--- src/axseq_cfg.svh ---
// Constants for the step-twelve sequencer configuration register.
// Included by the design modules and the bench; definitions only.
`ifndef AXSEQ_CFG_SVH
`define AXSEQ_CFG_SVH
`define AXSEQ_ADDR_W       8
`define AXSEQ_DATA_W       16
`define AXSEQ_STEP12_ADDR  8'h9C
`define AXSEQ_STEP12_RST   16'h000C
`define AXSEQ_EN_BIT       15
`define AXSEQ_GAIN_HI      14
`define AXSEQ_GAIN_LO      13
`define AXSEQ_NEG_BIT      4
`define AXSEQ_POS_HI       3
`define AXSEQ_POS_LO       0
`define AXSEQ_WMASK        16'hE01F
`define AXSEQ_STEP_NUM     4'hC
`define AXSEQ_POS_INT_MIN  4'h8
`define AXSEQ_POS_TEMP     4'h8
`define AXSEQ_POS_SHORT    4'h9
`define AXSEQ_POS_TDAC     4'hA
`define AXSEQ_POS_AVDD4    4'hB
`define AXSEQ_POS_IOVDD4   4'hC
`define AXSEQ_POS_DVDD2    4'hD
`define AXSEQ_POS_ARAIL103 4'hE
`define AXSEQ_POS_DRAIL103 4'hF
`endif

--- src/axseq_pkg.sv ---
// Types for the step-twelve sequencer configuration block.
// Assumes axseq_cfg.svh sits in the same folder.
package axseq_pkg;
	// Converter gain as applied by the sequencer
	typedef enum logic [2:0] {
		AXSEQ_GAIN1 = 3'h1,
		AXSEQ_GAIN2 = 3'h2,
		AXSEQ_GAIN4 = 3'h4
	} axseq_gain_e;
	// Negative input source, one-hot
	typedef enum logic [2:0] {
		AXSEQ_NEG_AGND = 3'h1,
		AXSEQ_NEG_IN7  = 3'h2,
		AXSEQ_NEG_AUTO = 3'h4
	} axseq_neg_e;
	typedef logic [15:0] axseq_word_t;
	typedef logic [15:0] axseq_src_t;
endpackage

--- src/axseq_if.sv ---
// Interface carrying the decoded step settings between the register
// and the mux decoder. Single clock domain; no clocking block.
`timescale 1ns/1ps
interface axseq_if;
	import axseq_pkg::*;
	logic        step_enable_bit;
	logic [1:0]  step_gain_select;
	logic        step_negative_input_select;
	logic [3:0]  step_positive_input_select;
	axseq_gain_e gain;
	axseq_neg_e  neg;
	axseq_src_t  pos_onehot;
	modport regs (output step_enable_bit, output step_gain_select,
		output step_negative_input_select, output step_positive_input_select,
		input gain, input neg, input pos_onehot);
	modport dec  (input step_enable_bit, input step_gain_select,
		input step_negative_input_select, input step_positive_input_select,
		output gain, output neg, output pos_onehot);
endinterface // axseq_if

--- src/axseq_step12.sv ---
// Step-twelve sequencer configuration register and its apply logic.
// Assumes a plain register port with read data one cycle after strobe,
// and a sequencer that announces the step it executes on seq_step.
//
// Function
// - Register at 9Ch, resets to 000Ch
// - Bit 15 enables step twelve, read/write
// - Bits 14:13 gain: 1, 2, 4, 4
// - Bit 4 negative: ground or input seven
// - Codes 0-7 select external inputs 0-7
// - Internal codes pick negative input automatically
// - Code 8 temperature, code 9 ground short
// - Codes 10-15 test DAC and supply monitors
`timescale 1ns/1ps
`include "axseq_cfg.svh"
module axseq_step12 (
	input  wire logic                     clk_sys,
	input  wire logic                     nrst,
	input  wire logic [`AXSEQ_ADDR_W-1:0] reg_addr,
	input  wire logic [`AXSEQ_DATA_W-1:0] reg_wdata,
	input  wire logic                     reg_wr,
	input  wire logic                     reg_rd,
	output logic      [`AXSEQ_DATA_W-1:0] reg_rdata,
	input  wire logic                     seq_valid,
	input  wire logic [3:0]               seq_step,
	output logic                          step_active,
	output logic                          step_skip,
	output axseq_pkg::axseq_gain_e        mux_gain,
	output axseq_pkg::axseq_neg_e         mux_neg,
	output axseq_pkg::axseq_src_t         mux_pos
);
	import axseq_pkg::*;

	// ****************************************
	// Register storage
	// ****************************************
	axseq_word_t cfg_r;
	logic        hit_wr;
	logic        hit_rd;
	logic        is_step12;
	axseq_if     f ();

	assign hit_wr = reg_wr && (reg_addr == `AXSEQ_STEP12_ADDR);
	assign hit_rd = reg_rd && (reg_addr == `AXSEQ_STEP12_ADDR);

	// Reserved bits 12:5 are never stored, so they always read zero
	always_ff @(posedge clk_sys or negedge nrst) begin
		if (!nrst) begin
			cfg_r <= `AXSEQ_STEP12_RST;
		end else if (hit_wr) begin
			cfg_r <= reg_wdata & `AXSEQ_WMASK;
		end
	end

	// Read data valid only in the cycle after the strobe; others read 0
	always_ff @(posedge clk_sys or negedge nrst) begin
		if (!nrst) begin
			reg_rdata <= '0;
		end else if (hit_rd) begin
			reg_rdata <= cfg_r;
		end else begin
			reg_rdata <= '0;
		end
	end

	// ****************************************
	// Field decode
	// ****************************************
	assign f.step_enable_bit            = cfg_r[`AXSEQ_EN_BIT];
	assign f.step_gain_select           = cfg_r[`AXSEQ_GAIN_HI:`AXSEQ_GAIN_LO];
	assign f.step_negative_input_select = cfg_r[`AXSEQ_NEG_BIT];
	assign f.step_positive_input_select = cfg_r[`AXSEQ_POS_HI:`AXSEQ_POS_LO];

	axseq_dec u_dec (
		.f (f.dec)
	);

	// ****************************************
	// Apply to the converter mux
	// ****************************************
	assign is_step12 = seq_valid && (seq_step == `AXSEQ_STEP_NUM);

	// Mux stays parked on safe defaults outside step twelve, so a
	// register write mid-sequence cannot disturb other steps
	always_ff @(posedge clk_sys or negedge nrst) begin
		if (!nrst) begin
			step_active <= 1'b0;
			step_skip   <= 1'b0;
			mux_gain    <= AXSEQ_GAIN1;
			mux_neg     <= AXSEQ_NEG_AGND;
			mux_pos     <= '0;
		end else if (is_step12 && f.step_enable_bit) begin
			step_active <= 1'b1;
			step_skip   <= 1'b0;
			mux_gain    <= f.gain;
			mux_neg     <= f.neg;
			mux_pos     <= f.pos_onehot;
		end else begin
			step_active <= 1'b0;
			step_skip   <= is_step12;
			mux_gain    <= AXSEQ_GAIN1;
			mux_neg     <= AXSEQ_NEG_AGND;
			mux_pos     <= '0;
		end
	end

	// ****************************************
	// Checks
	// ****************************************
	property p_reset_value;
		@(posedge clk_sys) $rose(nrst) |-> cfg_r == `AXSEQ_STEP12_RST;
	endproperty
	a_reset_value: assert property (p_reset_value) else $error("bad reset value");

	property p_write_read;
		@(posedge clk_sys) disable iff (!nrst)
		hit_wr ##1 (hit_rd && !reg_wr) |=> reg_rdata == ($past(reg_wdata, 2) & `AXSEQ_WMASK);
	endproperty
	a_write_read: assert property (p_write_read) else $error("readback mismatch");

	property p_gain;
		@(posedge clk_sys) disable iff (!nrst)
		(is_step12 && f.step_enable_bit && f.step_gain_select[1]) |=> mux_gain == AXSEQ_GAIN4;
	endproperty
	a_gain: assert property (p_gain) else $error("gain not 4");

	property p_neg_ext;
		@(posedge clk_sys) disable iff (!nrst)
		(is_step12 && f.step_enable_bit && !f.step_positive_input_select[3])
		|=> mux_neg == ($past(f.step_negative_input_select) ? AXSEQ_NEG_IN7 : AXSEQ_NEG_AGND);
	endproperty
	a_neg_ext: assert property (p_neg_ext) else $error("negative select wrong");

	property p_pos_ext;
		@(posedge clk_sys) disable iff (!nrst)
		(is_step12 && f.step_enable_bit && f.step_positive_input_select == 4'h3)
		|=> mux_pos == 16'h0008;
	endproperty
	a_pos_ext: assert property (p_pos_ext) else $error("external input wrong");

	property p_neg_auto;
		@(posedge clk_sys) disable iff (!nrst)
		(is_step12 && f.step_enable_bit && f.step_positive_input_select[3])
		|=> mux_neg == AXSEQ_NEG_AUTO;
	endproperty
	a_neg_auto: assert property (p_neg_auto) else $error("auto negative missed");

	property p_short;
		@(posedge clk_sys) disable iff (!nrst)
		(is_step12 && f.step_enable_bit && f.step_positive_input_select == `AXSEQ_POS_SHORT)
		|=> mux_pos == 16'h0200 && mux_pos[7:0] == 8'h00;
	endproperty
	a_short: assert property (p_short) else $error("short not isolated");

	property p_drail;
		@(posedge clk_sys) disable iff (!nrst)
		(is_step12 && f.step_enable_bit && f.step_positive_input_select == `AXSEQ_POS_DRAIL103)
		|=> mux_pos == 16'h8000;
	endproperty
	a_drail: assert property (p_drail) else $error("digital rail monitor wrong");

	property p_skip;
		@(posedge clk_sys) disable iff (!nrst)
		(is_step12 && !f.step_enable_bit) |=> step_skip && !step_active && mux_pos == 16'h0000;
	endproperty
	a_skip: assert property (p_skip) else $error("disabled step not skipped");

	// Read data is the stored word as it stood at the strobe
	property p_rd_data;
		@(posedge clk_sys) disable iff (!nrst)
		hit_rd |=> reg_rdata == $past(cfg_r);
	endproperty
	a_rd_data: assert property (p_rd_data) else $error("read data not the stored word");

	// Read data stands one cycle only, so stale words never leak out
	property p_rd_idle;
		@(posedge clk_sys) disable iff (!nrst)
		!hit_rd |=> reg_rdata == 16'h0000;
	endproperty
	a_rd_idle: assert property (p_rd_idle) else $error("read data not cleared");

	// Reserved bits are never stored
	property p_reserved;
		@(posedge clk_sys) disable iff (!nrst)
		(cfg_r & ~`AXSEQ_WMASK) == 16'h0000;
	endproperty
	a_reserved: assert property (p_reserved) else $error("reserved bits stored");

	// A write lands in the very next cycle
	property p_wr_store;
		@(posedge clk_sys) disable iff (!nrst)
		hit_wr |=> cfg_r == ($past(reg_wdata) & `AXSEQ_WMASK);
	endproperty
	a_wr_store: assert property (p_wr_store) else $error("write not stored");

	// Writes to other addresses leave the register alone
	property p_other_addr;
		@(posedge clk_sys) disable iff (!nrst)
		(reg_wr && reg_addr != `AXSEQ_STEP12_ADDR) |=> $stable(cfg_r);
	endproperty
	a_other_addr: assert property (p_other_addr) else $error("foreign write stored");

	property p_gain1;
		@(posedge clk_sys) disable iff (!nrst)
		(is_step12 && f.step_enable_bit && f.step_gain_select == 2'h0) |=> mux_gain == AXSEQ_GAIN1;
	endproperty
	a_gain1: assert property (p_gain1) else $error("gain not 1");

	property p_gain2;
		@(posedge clk_sys) disable iff (!nrst)
		(is_step12 && f.step_enable_bit && f.step_gain_select == 2'h1) |=> mux_gain == AXSEQ_GAIN2;
	endproperty
	a_gain2: assert property (p_gain2) else $error("gain not 2");

	property p_temp;
		@(posedge clk_sys) disable iff (!nrst)
		(is_step12 && f.step_enable_bit && f.step_positive_input_select == `AXSEQ_POS_TEMP)
		|=> mux_pos == 16'h0100;
	endproperty
	a_temp: assert property (p_temp) else $error("temperature source wrong");

	property p_tdac;
		@(posedge clk_sys) disable iff (!nrst)
		(is_step12 && f.step_enable_bit && f.step_positive_input_select == `AXSEQ_POS_TDAC)
		|=> mux_pos == 16'h0400;
	endproperty
	a_tdac: assert property (p_tdac) else $error("test source wrong");

	property p_active;
		@(posedge clk_sys) disable iff (!nrst)
		(is_step12 && f.step_enable_bit) |=> step_active && !step_skip;
	endproperty
	a_active: assert property (p_active) else $error("enabled step not run");

	// Other steps see the parked mux, whatever the register holds
	property p_idle;
		@(posedge clk_sys) disable iff (!nrst)
		!is_step12 |=> !step_active && !step_skip && mux_pos == 16'h0000
			&& mux_gain == AXSEQ_GAIN1 && mux_neg == AXSEQ_NEG_AGND;
	endproperty
	a_idle: assert property (p_idle) else $error("settings applied outside step");
endmodule // axseq_step12

--- src/axseq_dec.sv ---
// Combinational decode of the stored step fields into mux controls.
// Assumes fields arrive from the register through axseq_if.
`timescale 1ns/1ps
`include "axseq_cfg.svh"
module axseq_dec (
	axseq_if.dec f
);
	import axseq_pkg::*;
	// Gain codes 10b and 11b both give gain 4
	always_comb begin
		case (f.step_gain_select)
			2'h0:    f.gain = AXSEQ_GAIN1;
			2'h1:    f.gain = AXSEQ_GAIN2;
			default: f.gain = AXSEQ_GAIN4;
		endcase
	end
	// Internal sources pick their own negative input; the bit is ignored
	always_comb begin
		if (f.step_positive_input_select >= `AXSEQ_POS_INT_MIN) begin
			f.neg = AXSEQ_NEG_AUTO;
		end else if (f.step_negative_input_select) begin
			f.neg = AXSEQ_NEG_IN7;
		end else begin
			f.neg = AXSEQ_NEG_AGND;
		end
	end
	// One line per source: 0..7 external, 8 temp, 9 short, 10 test DAC, 11..15 monitors
	always_comb begin
		f.pos_onehot = 16'h0001 << f.step_positive_input_select;
	end
endmodule // axseq_dec

--- config.mk ---
export PLATFORM = sky130hd
export DESIGN_NAME = axseq_step12
export DESIGN_NICKNAME = d
export VERILOG_FILES = /design/src/axseq_pkg.sv /design/src/axseq_if.sv /design/src/axseq_step12.sv /design/src/axseq_dec.sv
export VERILOG_INCLUDE_DIRS = /design/src
export SDC_FILE = /design/constraint.sdc
export NUM_CORES = 1
export LEC_CHECK = 0
export BUFFER_PORTS_ARGS = -buffer_cell sky130_fd_sc_hd__buf_2
export CORE_MARGIN = 1
export CORE_UTILIZATION = 40
export DETAILED_ROUTE_END_ITERATION = 10
export HOLD_SLACK_MARGIN = 0.12
export PLACE_DENSITY_LB_ADDON = 0.15
export SYNTH_ARGS = -nofsm -noshare
export SYNTH_HDL_FRONTEND = slang
export SYNTH_SLANG_ARGS = --single-unit
--- constraint.sdc ---
create_clock -name clk_sys -period 1.3 [get_ports clk_sys]
set_clock_uncertainty 0.2 [all_clocks]
set_input_delay 0.065 -clock clk_sys [delete_from_list [all_inputs] [get_ports clk_sys]]
set_output_delay 0.065 -clock clk_sys [all_outputs]
set_load 0.05 [all_outputs]
==> flow_summary.html <==
<table>
<tr><th>Metric</th><th>Value</th></tr>
<tr><th colspan="2">Yosys</th></tr>
<tr><td>Average footprint of a synthesized cell</td><td>14.11 µm²</td></tr>
<tr><td>Part of the Yosys area used for sequential elements</td><td>66.61%</td></tr>
<tr><td>Ys flop type</td><td>sky130_fd_sc_hd__dfrtp_1</td></tr>
<tr><td>Post-synth EDFFs</td><td>0</td></tr>
<tr><td>Count of warnings emitted by yosys</td><td>0</td></tr>
<tr><td>Post-synth cell types</td><td>26</td></tr>
<tr><td>Synthesized instance count</td><td>107</td></tr>
<tr><td>Post-synthesis async set-or-reset flop share</td><td>100.0%</td></tr>
<tr><td>Post-synthesis instance area</td><td>1510 µm²</td></tr>
<tr><td>#FFs+latches synth</td><td>40</td></tr>
<tr><th colspan="2">Critical path</th></tr>
<tr><td>Biggest fanout along the worst timing path</td><td>10</td></tr>
<tr><td>Crit path kind</td><td>flip-flop to flip-flop</td></tr>
<tr><td>Data required time at the worst endpoint</td><td>1.30 ns</td></tr>
<tr><td>Element type at the critical path end</td><td>flip-flop</td></tr>
<tr><td>Arrival time of the worst setup path</td><td>1.30 ns</td></tr>
<tr><td>Startpoint class of the critical path</td><td>flip-flop</td></tr>
<tr><th colspan="2">Power and ir drop</th></tr>
<tr><td>Power spent charging and discharging nets</td><td>0.0005428 W</td></tr>
<tr><td>Post-layout power</td><td>0.002327 W</td></tr>
<tr><td>Portion of total power attributed to combinational logic</td><td>9.9%</td></tr>
<tr><td>Sequential fraction of design power</td><td>54.7%</td></tr>
<tr><td>Switching share of power</td><td>23.33%</td></tr>
<tr><td>IR Drop Worst-Case VDD</td><td>0.0005699 V</td></tr>
<tr><td>Power density over the cells</td><td>1063 nW/µm²</td></tr>
<tr><td>Internal Dissipation</td><td>0.001784 W</td></tr>
<tr><td>Clock share of power</td><td>35.4%</td></tr>
<tr><td>Lkg Pwr</td><td>1.156 nW</td></tr>
<tr><th colspan="2">STA</th></tr>
<tr><td>Final worst-path cycle share</td><td>99.81%</td></tr>
<tr><td>Unrepaired setup endpoints after global routing</td><td>yes</td></tr>
<tr><td>Hold Violations, Final</td><td>8</td></tr>
<tr><td>Maximum frequency from static timing analysis</td><td>770.7 MHz</td></tr>
<tr><td>Worst hold margin</td><td>-0.06855 ns</td></tr>
<tr><td>Min Clock Period, post-route</td><td>1.297 ns</td></tr>
<tr><td>Final setup violation count</td><td>0</td></tr>
<tr><td>Max-slew violation count</td><td>0</td></tr>
<tr><th colspan="2">Route</th></tr>
<tr><td>Drt pass-1 iters</td><td>4</td></tr>
<tr><td>Average routed wire per standard cell</td><td>11.92 µm</td></tr>
<tr><td>Via count</td><td>1067</td></tr>
<tr><td>Average via count per standard cell</td><td>4.483</td></tr>
<tr><td>DRT antenna net count</td><td>0</td></tr>
<tr><td>DRC violations left</td><td>0</td></tr>
<tr><td>Detailed Route Iter0 Violations</td><td>13</td></tr>
<tr><td>Post-detailed-routing wire length</td><td>2836 µm</td></tr>
<tr><th colspan="2">Finish</th></tr>
<tr><td>Leading cell type in the layout, fill and taps excluded</td><td>sky130_fd_sc_hd__buf_2</td></tr>
<tr><td>Leading cell types in the layout, fill and taps excluded</td><td>sky130_fd_sc_hd__buf_2, sky130_fd_sc_hd__dfrtp_1, sky130_fd_sc_hd__dlygate4sd3_1</td></tr>
<tr><td>Utilization after layout</td><td>63.13%</td></tr>
<tr><td>Diode insertion count for antenna repair</td><td>0</td></tr>
<tr><td>Post-route cell area</td><td>2190 µm²</td></tr>
<tr><td>Net total in the final layout</td><td>224</td></tr>
<tr><td>Layout cell share with drive strength beyond 1</td><td>53.13%</td></tr>
<tr><td>Area delta synth-&gt;final</td><td>44.99%</td></tr>
<tr><th colspan="2">Run status</th></tr>
<tr><td>Failing checks</td><td>hold timing</td></tr>
<tr><td>Outcome</td><td>finished with violations</td></tr>
<tr><th colspan="2">Placed design</th></tr>
<tr><td>Area after DPL</td><td>1891 µm²</td></tr>
<tr><td>Sum of net half-perimeters after detailed placement</td><td>1927 µm</td></tr>
<tr><td>Last weighted congestion value of the routability-driven placer</td><td>0.8094</td></tr>
<tr><td>Number of input and output port buffers inserted</td><td>56</td></tr>
<tr><th colspan="2">Die</th></tr>
<tr><td>Effective utilization at floorplan</td><td>43.54%</td></tr>
<tr><td>Core area</td><td>3468 µm²</td></tr>
<tr><td>Die X</td><td>63.45 µm</td></tr>
<tr><td>Die ar.</td><td>4025 µm²</td></tr>
<tr><td>Die outline height</td><td>63.45 µm</td></tr>
<tr><td>Ports</td><td>73</td></tr>
<tr><td>Std-Cell Rows</td><td>21</td></tr>
<tr><th colspan="2">CTS</th></tr>
<tr><td>Buffer levels on the longest clock path</td><td>2</td></tr>
<tr><td>Clock tree sinks</td><td>40</td></tr>
<tr><td>Post-CTS repair timing setup buffer count</td><td>0</td></tr>
<tr><td>Number of levels in the clock H-tree</td><td>2</td></tr>
<tr><td>CTS tree</td><td>built</td></tr>
<tr><td>CTS buffer count</td><td>5</td></tr>
<tr><td>Clock network latency to the later pin of the worst-skew pair</td><td>0.29 ns</td></tr>
<tr><td>Reg clk slew, reported paths</td><td>0.07 ns</td></tr>
<tr><td>Clock Root Buffer</td><td>sky130_fd_sc_hd__clkbuf_8</td></tr>
<tr><td>Number of hold buffers added after cts</td><td>13</td></tr>
<tr><th colspan="2">GRT</th></tr>
<tr><td>Total grt overflow</td><td>0</td></tr>
<tr><td>Vias in the first global route</td><td>981</td></tr>
<tr><td>Antenna violations before repair</td><td>0</td></tr>
<tr><td>Largest net degree at the start of global routing</td><td>41</td></tr>
<tr><td>GRT Util Overall</td><td>14.99%</td></tr>
<tr><td>First-pass GRT wire length</td><td>4457 µm</td></tr>
<tr><th colspan="2">Worst hold path</th></tr>
<tr><td>Class of the tightest hold or removal check</td><td>input port to flip-flop</td></tr>
<tr><th colspan="2">Run</th></tr>
<tr><td>Max-cap violations</td><td>0</td></tr>
</table>
registers in the layout, indices dropped and copies added, names as in the netlist:
signal	flops
step_skip	1
mux_pos	16
mux_gain	3
step_active	1
reg_rdata	8
cfg_r	8
mux_neg	3
what timing repair did:
item,4_1_cts,5_1_grt
gates resized for setup,4,7
cloned,0,1
setup endpoints to repair,5,21
pin swaps,0,1
hold endpoints to repair,75,8
cell usage after synthesis, drive strengths merged, types with 3 or more instances:
cell type / instances / share of area, %
nor2: 5 / 1.2
nand2: 3 / 0.75
nor4b: 4 / 2.3
dfstp: 4 / 7.0
buf: 10 / 5.0
dfrtp: 36 / 60
and2: 10 / 4.1
nor3: 4 / 1.3
nor4: 4 / 3.9
mux2: 8 / 6.0
worst paths after layout:
check / from / to / slack, ns / depth (start not counted)
setup / recovery: cfg_r[2]$_DFFE_PN1P_ / mux_pos[13]$_DFF_PN0_ / 0.003 / 3
hold / removal: seq_step[1] / mux_pos[8]$_DFF_PN0_ / -0.07 / 4
setup reg to reg: cfg_r[2]$_DFFE_PN1P_ / mux_pos[13]$_DFF_PN0_ / 0.003 / 3
hold reg to reg: cfg_r[13]$_DFFE_PN0P_ / mux_gain[0]$_DFF_PN1_ / 0.27 / 1
max in group asynchronous: nrst / cfg_r[2]$_DFFE_PN1P_ / 0.06 / 4
min in group asynchronous: nrst / reg_rdata[2]$_DFF_PN0_ / 0.63 / 4
critical path, cell delays in order (launching register included):
cell,delay [ns]
sky130_fd_sc_hd__dfstp_2,0.54
sky130_fd_sc_hd__buf_6,0.14
sky130_fd_sc_hd__nand2_1,0.12
sky130_fd_sc_hd__nor3_1,0.20
cells by family after synthesis:
logic type | Yosys count | share of synthesized area, %
buffers and inverters | 13 | 5.716
AND/OR/NAND/NOR | 43 | 20.80
AO/OA/AOI/OAI | 2 | 0.6628
flip-flops | 40 | 66.61
multiplexers | 8 | 5.965
other | 1 | 0.2483
power by group through the flow:
stage | Combinational, W | Clock, W | Sequential (W)
after floorplan | 0.000112 | 0 | 0.00129
after global placement | 0.000182 | 0 | 0.00129
after detailed placement | 0.000186 | 0 | 0.00129
after CTS | 0.000217 | 0.000844 | 0.00127
after global routing | 0.000250 | 0.000889 | 0.00127
final | 0.000230 | 0.000824 | 0.00127
per-layer routing:
metal | GRT usage [%] | vias up | share of wire (%)
li1 | - | 513 | -
met1 | 17.99 | 500 | 43
met2 | 24.47 | 47 | 49
met3 | 3.623 | 7 | 6.2
met4 | 8.523 | 0 | 2.3
met5 | 0 | - | 0
metrics by stage:
stage                     worst slack (ns)   TNS, ns  cells
after floorplan                    0.04580         0    114
after global placement            -0.02098  -0.09555    216
after detailed placement          -0.04122   -0.2156    216
after CTS                        -0.009199  -0.01637    237
after global routing              -0.03980   -0.1945    238
final                             0.002520         0    238
final cells by class:
class / instances / area (µm²)
Clock buffer: 6 / 82.58
Clock inverter: 2 / 10.01
Fill cell: 294 / 1279
Inverter: 2 / 7.507
Multi-Input combinational cell: 61 / 486.7
Sequential cell: 40 / 1006
Tap cell: 46 / 57.56
Timing Repair Buffer: 81 / 539.3
(Power assumes the default switching activity.)
